$ cat src/core/cab_pkg.sv
// package of constants for the cpu to at bus control block
// assumes one 200 MHz clock and a synchronous active-high reset
// Functional notes
// - firmware select always asserted for F0000h-FFFFFh.
// - per-32KB firmware select enables for C0000h-EFFFFh region.
// - alias windows near 128MB/256MB select firmware when enabled and dram select high.
// - non-local cycle starts at bus sequencer: address latch first, then command.
// - memory width sampled at the trailing edge of the address latch.
// - i/o width sampled from latch end until command ends.
// - default command wait states are five for 8-bit, one for 16-bit.
// - channel-ready low stretches command; zero-wait request ends it early.
// - exhausted waits end the cycle and raise a ready to the processor side.
// - control bit 2 adds one wait; bit 3 selects single address latch.
// - hold asserted for dma, master, or conventional refresh.
// - refresh strobe or grant only after hold acknowledge.
// - hidden refresh never raises hold.
// - refresh and dma/master granted first come first served.
// - refresh arriving after dma/master is latched and served right after.
// - local device claim sampled end of first T2, second T2 at divide-by-six.
// - speed bit set runs full speed, clear applies slow throttling.
// - slow mode holds cpu for two of every three half-oscillator periods.
package cab_pkg;
    localparam logic [19:0] CAB_FW_BASE    = 20'hf0000;
    localparam logic [3:0]  CAB_ADP_LO     = 4'hc;
    localparam logic [3:0]  CAB_ADP_HI     = 4'he;
    localparam logic [7:0]  CAB_ALIAS_TAG  = 8'hff;
    localparam logic [3:0]  CAB_WAIT_8     = 4'h5;
    localparam logic [3:0]  CAB_WAIT_16    = 4'h1;
    localparam logic [3:0]  CAB_THR_PERIOD = 4'h3;
    localparam logic [3:0]  CAB_THR_HOLD   = 4'h2;

    typedef enum logic [4:0] {
        CAB_AT_IDLE = 5'h01,
        CAB_AT_FIRST_STATE  = 5'h02,
        CAB_AT_COMMAND_STATE   = 5'h04,
        CAB_AT_END  = 5'h08,
        CAB_AT_LOC  = 5'h10
    } cab_at_state_t;

    typedef enum logic [3:0] {
        CAB_ARB_IDLE = 4'h1,
        CAB_ARB_WAIT = 4'h2,
        CAB_ARB_REFRESH_STROBE_N = 4'h4,
        CAB_ARB_DMA  = 4'h8
    } cab_arb_state_t;
endpackage

$ cat src/core/cab_rom_decode.sv
// firmware select decode for low firmware, adapter region and high aliases
// assumes a registered address; output is combinational, registered by the top
module cab_rom_decode
    import cab_pkg::*;
(
    input  wire logic [31:0] addr_i,
    input  wire logic        mem_cycle_i,
    input  wire logic [5:0]  adapter_rom_en_i,
    input  wire logic        alias_rom_en_i,
    input  wire logic        dram_select_n_i,
    output logic             rom_hit_o
);
    logic low_meg;
    logic adp;
    logic [2:0] piece;
    logic alias_hit;

    always_comb begin
        low_meg   = addr_i[31:20] == 12'h000;
        piece     = 3'(addr_i[18:15] - {CAB_ADP_LO[2:0], 1'b0});
        adp       = low_meg && addr_i[19:16] >= CAB_ADP_LO && addr_i[19:16] <= CAB_ADP_HI
                    && adapter_rom_en_i[piece];
        // only 26:19 compared; bit 27 is left free, so both the 128MB and 256MB aliases hit
        alias_hit = alias_rom_en_i && dram_select_n_i
                    && addr_i[26:19] == CAB_ALIAS_TAG;
        rom_hit_o = mem_cycle_i && ((low_meg && addr_i[19:16] == CAB_FW_BASE[19:16])
                    || adp || alias_hit);
    end
endmodule

$ cat src/core/cab_throttle.sv
// slow-mode throttle: periodic hold request timed by half-rate oscillator
// assumes osc_half_clock_i is a synchronous level toggling much slower than mclk_i
module cab_throttle
    import cab_pkg::*;
(
    input  wire logic mclk_i,
    input  wire logic sys_rst_i,
    input  wire logic osc_half_clock_i,
    input  wire logic full_speed_i,
    output logic      throttle_hold_o
);
    typedef struct packed {
        logic       osc;
        logic [3:0] phase;
        logic       hold;
    } cab_thr_t;
    cab_thr_t s_q;
    cab_thr_t s_d;

    always_comb begin
        s_d     = s_q;
        s_d.osc = osc_half_clock_i;
        if (osc_half_clock_i && !s_q.osc) begin
            s_d.phase = (s_q.phase == CAB_THR_PERIOD - 4'h1) ? 4'h0 : s_q.phase + 4'h1;
        end
        s_d.hold = !full_speed_i && s_d.phase < CAB_THR_HOLD;
    end

    always_ff @(posedge mclk_i) begin
        if (sys_rst_i) begin
            s_q <= '0;
        end else begin
            s_q <= s_d;
        end
    end

    assign throttle_hold_o = s_q.hold;
endmodule

$ cat src/core/cab_top.sv
// cpu to at bus control: firmware select, at cycle sequencer, hold arbiter
// assumes synchronous inputs, active-low bus pins named with _n
module cab_top
    import cab_pkg::*;
(
    input  wire logic        mclk_i,
    input  wire logic        sys_rst_i,
    input  wire logic        cyc_start_i,
    input  wire logic        cyc_local_mem_i,
    input  wire logic        cyc_io_i,
    input  wire logic [31:0] cyc_addr_i,
    input  wire logic        dram_select_n_i,
    input  wire logic        mem_width16_n_i,
    input  wire logic        iocs16_n_i,
    input  wire logic        chrdy_i,
    input  wire logic        nows_n_i,
    input  wire logic        ldev_n_i,
    input  wire logic        at_clk_div6_i,
    input  wire logic [5:0]  adapter_rom_en_i,
    input  wire logic        alias_rom_en_i,
    input  wire logic        extra_wait_i,
    input  wire logic        single_ale_i,
    input  wire logic        full_speed_i,
    input  wire logic        hidden_refresh_i,
    input  wire logic        osc_half_clock_i,
    input  wire logic        refresh_req_i,
    input  wire logic        dma_req_i,
    input  wire logic        dma_done_i,
    input  wire logic        hlda_i,
    input  wire logic        rdy_n_i,
    output logic             boot_rom_select_n_o,
    output logic             ale_o,
    output logic             at_cmd_o,
    output logic             at_width16_o,
    output logic             rdy_n_o,
    output logic             rdy_n_oe_o,
    output logic             local_claim_o,
    output logic             hold_o,
    output logic             refresh_strobe_n_o,
    output logic             dma_grant_o,
    output logic             ale_repeat_o
);
    // ***********************************************************
    // state
    // ***********************************************************
    typedef struct packed {
        cab_at_state_t  at;
        cab_arb_state_t arb;
        logic [3:0]     wait_cnt;
        logic           t2_cnt;
        logic           is_io;
        logic           w16;
        logic           rom;
        logic           ale;
        logic           cmd;
        logic           rdy_n;
        logic           rdy_oe;
        logic           claim;
        logic           hold;
        logic           refresh_strobe_n_n;
        logic           grant;
        logic           refresh_strobe_n_pend;
        logic           refresh_strobe_n_after;
        logic           refresh_strobe_n_first;
        logic           ale_rep;
    } cab_top_t;
    cab_top_t s_q;
    cab_top_t s_d;

    logic rom_hit;
    logic thr_hold;
    logic [31:0] addr_q;
    logic        mem_cyc_q;

    always_ff @(posedge mclk_i) begin
        if (sys_rst_i) begin
            addr_q    <= '0;
            mem_cyc_q <= 1'b0;
        end else if (cyc_start_i) begin
            addr_q    <= cyc_addr_i;
            mem_cyc_q <= !cyc_io_i;
        end
    end

    cab_rom_decode u_rom (
        .addr_i           (addr_q),
        .mem_cycle_i      (mem_cyc_q),
        .adapter_rom_en_i (adapter_rom_en_i),
        .alias_rom_en_i   (alias_rom_en_i),
        .dram_select_n_i  (dram_select_n_i),
        .rom_hit_o        (rom_hit)
    );

    cab_throttle u_thr (
        .mclk_i           (mclk_i),
        .sys_rst_i        (sys_rst_i),
        .osc_half_clock_i (osc_half_clock_i),
        .full_speed_i     (full_speed_i),
        .throttle_hold_o  (thr_hold)
    );

    // ***********************************************************
    // next state
    // ***********************************************************
    always_comb begin
        s_d        = s_q;
        s_d.rdy_n  = 1'b1;
        s_d.rdy_oe = 1'b0;
        s_d.ale    = 1'b0;
        s_d.rom    = 1'b0;
        unique case (s_q.at)
            CAB_AT_IDLE: begin
                if (cyc_start_i && !cyc_local_mem_i) begin
                    s_d.at     = CAB_AT_LOC;
                    s_d.t2_cnt = 1'b0;
                    s_d.is_io  = cyc_io_i;
                end
            end
            CAB_AT_LOC: begin
                // claim window: first T2, or second when bus clock is cpu/6
                if (at_clk_div6_i && !s_q.t2_cnt) begin
                    s_d.t2_cnt = 1'b1;
                end else if (!ldev_n_i) begin
                    s_d.claim = 1'b1;
                    s_d.at    = CAB_AT_END;
                end else begin
                    s_d.at  = CAB_AT_FIRST_STATE;
                    s_d.ale = 1'b1;
                    // select rises with the latch so a select tied back to the width pin reads as 16-bit
                    s_d.rom = rom_hit;
                end
            end
            CAB_AT_FIRST_STATE: begin
                // ale falls now; capture memory width on its trailing edge
                s_d.rom = s_q.rom;
                if (!s_q.is_io) begin
                    s_d.w16 = !mem_width16_n_i;
                end else begin
                    s_d.w16 = !iocs16_n_i;
                end
                s_d.wait_cnt = (s_d.w16 ? CAB_WAIT_16 : CAB_WAIT_8)
                               + {3'h0, extra_wait_i};
                s_d.cmd = 1'b1;
                s_d.at  = CAB_AT_COMMAND_STATE;
            end
            CAB_AT_COMMAND_STATE: begin
                s_d.rom = s_q.rom;
                if (s_q.is_io) begin
                    s_d.w16 = !iocs16_n_i;
                end
                if (!nows_n_i) begin
                    s_d.wait_cnt = 4'h0;
                end else if (chrdy_i && s_q.wait_cnt != 4'h0) begin
                    s_d.wait_cnt = s_q.wait_cnt - 4'h1;
                end
                if ((!nows_n_i || s_q.wait_cnt == 4'h0) && chrdy_i) begin
                    s_d.cmd    = 1'b0;
                    s_d.rdy_n  = 1'b0;
                    s_d.rdy_oe = 1'b1;
                    s_d.at     = CAB_AT_END;
                end
            end
            CAB_AT_END: begin
                // local device terminates its own cycle via the shared ready pin
                if (!s_q.claim || !rdy_n_i) begin
                    s_d.claim = 1'b0;
                    s_d.at    = CAB_AT_IDLE;
                end
            end
            default: s_d.at = CAB_AT_IDLE;
        endcase
        s_d.ale_rep = !single_ale_i;

        // arbiter: refresh strobe and grant only after acknowledge
        if (refresh_req_i && !hidden_refresh_i) begin
            s_d.refresh_strobe_n_pend = 1'b1;
            if (s_q.arb == CAB_ARB_DMA) begin
                s_d.refresh_strobe_n_after = 1'b1;
            end else if (!dma_req_i) begin
                s_d.refresh_strobe_n_first = 1'b1;
            end
        end
        unique case (s_q.arb)
            CAB_ARB_IDLE: begin
                if (s_d.refresh_strobe_n_pend || dma_req_i) begin
                    s_d.arb = CAB_ARB_WAIT;
                end
            end
            CAB_ARB_WAIT: begin
                if (hlda_i) begin
                    if (s_q.refresh_strobe_n_pend && (s_q.refresh_strobe_n_first || !dma_req_i)) begin
                        s_d.arb    = CAB_ARB_REFRESH_STROBE_N;
                        s_d.refresh_strobe_n_n = 1'b0;
                    end else if (dma_req_i) begin
                        s_d.arb   = CAB_ARB_DMA;
                        s_d.grant = 1'b1;
                    end
                end
            end
            CAB_ARB_REFRESH_STROBE_N: begin
                s_d.refresh_strobe_n_n     = 1'b1;
                s_d.refresh_strobe_n_pend  = refresh_req_i && !hidden_refresh_i;
                s_d.refresh_strobe_n_first = 1'b0;
                s_d.refresh_strobe_n_after = 1'b0;
                // a waiting dma keeps hold up instead of dropping it for one cycle
                s_d.arb        = dma_req_i ? CAB_ARB_WAIT : CAB_ARB_IDLE;
            end
            CAB_ARB_DMA: begin
                if (dma_done_i || !dma_req_i) begin
                    s_d.grant = 1'b0;
                    if (s_d.refresh_strobe_n_after) begin
                        s_d.arb    = CAB_ARB_REFRESH_STROBE_N;
                        s_d.refresh_strobe_n_n = 1'b0;
                    end else begin
                        s_d.arb = CAB_ARB_IDLE;
                    end
                end
            end
            default: s_d.arb = CAB_ARB_IDLE;
        endcase
        // hidden refresh never reaches the arbiter, so it never raises hold
        s_d.hold = (s_d.arb != CAB_ARB_IDLE) || thr_hold;
    end

    always_ff @(posedge mclk_i) begin
        if (sys_rst_i) begin
            s_q        <= '0;
            s_q.at     <= CAB_AT_IDLE;
            s_q.arb    <= CAB_ARB_IDLE;
            s_q.rdy_n  <= 1'b1;
            s_q.refresh_strobe_n_n <= 1'b1;
        end else begin
            s_q <= s_d;
        end
    end

    // ***********************************************************
    // outputs
    // ***********************************************************
    assign boot_rom_select_n_o = !s_q.rom;
    assign ale_o               = s_q.ale;
    assign at_cmd_o            = s_q.cmd;
    assign at_width16_o        = s_q.w16;
    assign rdy_n_o             = s_q.rdy_n;
    assign rdy_n_oe_o          = s_q.rdy_oe;
    assign local_claim_o       = s_q.claim;
    assign hold_o              = s_q.hold;
    assign refresh_strobe_n_o  = s_q.refresh_strobe_n_n;
    assign dma_grant_o         = s_q.grant;
    assign ale_repeat_o        = s_q.ale_rep;
endmodule

$ cat config.mk
export PLATFORM = sky130hd
export DESIGN_NAME = cab_top
export DESIGN_NICKNAME = d
export VERILOG_FILES = /design/src/core/cab_pkg.sv /design/src/core/cab_rom_decode.sv /design/src/core/cab_throttle.sv /design/src/core/cab_top.sv
export SDC_FILE = /design/constraint.sdc
export NUM_CORES = 1
export LEC_CHECK = 0
export BUFFER_PORTS_ARGS = -buffer_cell sky130_fd_sc_hd__buf_2
export CORE_MARGIN = 2
export CORE_UTILIZATION = 25
export DETAILED_ROUTE_END_ITERATION = 6
export GPL_ROUTABILITY_DRIVEN = 0
export PLACE_DENSITY = 0.41
export REMOVE_ABC_BUFFERS = 1
export SETUP_SLACK_MARGIN = 0.15
export SYNTH_ARGS = -nofsm -noshare
export SYNTH_HDL_FRONTEND = slang
export SYNTH_HIERARCHICAL = 1
export SYNTH_SLANG_ARGS = --single-unit
$ cat constraint.sdc
create_clock -name mclk_i -period 1.8 [get_ports mclk_i]
set_input_delay 0.09 -clock mclk_i [delete_from_list [all_inputs] [get_ports mclk_i]]
set_output_delay 0.09 -clock mclk_i [all_outputs]
set_load 0.02 [all_outputs]
==> flow_summary.json <==
{
  "cts_sinks": 53,
  "min_period_over_period": 0.958,
  "end_kind": "register",
  "combPwrFrac": 0.202,
  "yosys_warnings": 6,
  "place_area_um2": 3110,
  "diodes": 0,
  "finalWirelength_mm": 6.53,
  "finalClockSkew_ns": 0.0108,
  "grt_pass1_wl_mm": 10.8,
  "drive_gt1_frac": 0.344,
  "drtAntennaViolNets": 0,
  "grt_max_degree": 29,
  "power.total_mw": 2.50,
  "die_area_um2": 11200,
  "p_per_area_nw_per_um2": 743,
  "worstPathMaxFanout": 3,
  "status": "finished clean",
  "worst_setup_path_start_kind": "register",
  "timing.setup.tns_ns": 0,
  "syn2layout_area_growth_pct": 29.6,
  "firstDrtPassIters": 4,
  "hold_violations": 0,
  "core_um2": 10200,
  "utilization": 0.329,
  "max-slew-margin-rel": 0.549,
  "wl_per_cell_um": 13.2,
  "slew_viol_final": 0,
  "antenna_found_initial": 0,
  "dpl.hpwl_mm": 4.82,
  "rsz0062_at_grt": "true",
  "p_sw_mw": 0.707,
  "viasPerCell": 4.68,
  "first_iter_violations": 64,
  "power_frac_seq": 0.516,
  "vias": 2323,
  "clkPwrFrac": 0.282,
  "synth_area_per_cell_um2": 9.06,
  "power.share.switching": 0.282,
  "cts_tree": "yes",
  "gr-total-overflow": 0,
  "fp.dieW_um": 106,
  "p_int_mw": 1.80,
  "peakVddDrop_mv": 0.291,
  "crit_type": "reg -> reg",
  "fmax_ghz": 0.580,
  "hold_class": "in -> reg",
  "die_h_um": 106,
  "cts_htree_levels": 2,
  "worst_slew_pin_slew_ns": 0.677,
  "clk_path_buf_depth": 2,
  "port_buffers": 56,
  "rows": 37,
  "clkTransAtPathRegs_ns": 0.10,
  "start_util": 0.254,
  "cts_root_buf": "clkbuf_8",
  "arrival_ns": 1.98,
  "cts-buffers-inserted": 5,
  "nets": 423,
  "drc": 0,
  "min_period_ns": 1.72,
  "cap_violations": 0,
  "worst_ep_required_time_ns": 2.06,
  "syn_area_um2": 2600,
  "netlist_instances": 287,
  "grt_util_all_layers": 0.119,
  "insertion_delay_ns": 0.31,
  "setup_viol": 0,
  "ios": 72,
  "hold_ws_ns": 0.0173,
  "first_global_vias": 2307,
  "p_leak_nw": 1.37,
  "design_area_um2": 3370
}
registers in the layout (all words and copies together), names as in the netlist:
name	flops
local_claim_o	1
rdy_n_o	1
addr_q	17
mem_cyc_q	1
hold_o	1
at_width16_o	1
ale_repeat_o	1
ale_o	1
u_thr/s_q	5
dma_grant_o	1
at_cmd_o	1
refresh_strobe_n_o	1
u_thr/throttle_hold_o	1
rdy_n_oe_o	1
s_q	19
cell usage in the layout (no fill, tap or decap), drive strengths merged, types with 5 or more instances in the layout:
| cell type | count |
|---|---|
| buf | 81 |
| mux2i | 20 |
| inv | 16 |
| o21ai | 11 |
| nand3 | 5 |
| nor3 | 9 |
| nor4 | 9 |
| nor4b | 5 |
| dfxtp | 53 |
| nor2 | 30 |
| a21oi | 19 |
| nand2b | 6 |
| o211ai | 5 |
| nand2 | 12 |
| or3 | 5 |
| clkbuf | 7 |
| nor2b | 9 |
power groups by stage:
stage	Clock, mW	Combinational (mW)	Sequential [mW]
after detailed placement	0	0.474	1.32
after global placement	0	0.473	1.32
after global routing	0.765	0.558	1.30
after CTS	0.747	0.503	1.29
after floorplan	0	0.253	1.34
final	0.707	0.505	1.29
repair_timing:
action / in CTS / in global routing
endpoints found under the hold margin: 1 / 0
buffers inserted: 4 / 3
resized for setup: 22 / 7
hold buffers: 1 / 0
endpoints found under the setup margin: 11 / 15
pin swaps: 8 / 3
per-layer routing:
layer / track usage / up-vias / share of wire
li1: - / 1195 / -
met1: 0.155 / 1070 / 0.48
met2: 0.198 / 48 / 0.46
met3: 0.0190 / 10 / 0.035
met4: 0.0461 / 0 / 0.024
met5: 0 / - / 0
per-stage QoR:
step / std cells / setup slack [ns]
floorplan: 271 / 0.0527
global placement: 481 / 0.0129
detailed placement: 481 / -0.0340
CTS: 493 / 0.0926
global route: 496 / 0.0292
finish: 496 / 0.0763
area by class of cell:
type / instances / area, um2
clock buffer: 7 / 86.3
fill: 1101 / 6860
inverter: 16 / 60.1
timing repair buffer: 82 / 478
multi-input combinational: 202 / 1500
tap: 136 / 170
sequential: 53 / 1080
critical path, stage by stage, from the launching register on:
cell and delay, ns:
dfxtp_2 0.34, inv_2 0.08, ha_4 0.13, or3b_4 0.39, a21bo_4 0.24, a2111oi_4 0.28, o221a_2 0.22
final timing paths:
check	from	to	slack, ns	cells after the start
worst max-delay path	s_q[17]$_SDFFE_PP0P_	s_q[27]$_SDFFE_PP0P_	0.08	6
worst min-delay path	cyc_addr_i[15]	addr_q[15]$_SDFFE_PP0P_	0.02	3
worst max register to register	s_q[17]$_SDFFE_PP0P_	s_q[27]$_SDFFE_PP0P_	0.08	6
worst min register to register	u_thr/throttle_hold_o$_SDFF_PP0_	hold_o$_SDFF_PP0_	0.44	2
(Power assumes the default switching activity.)
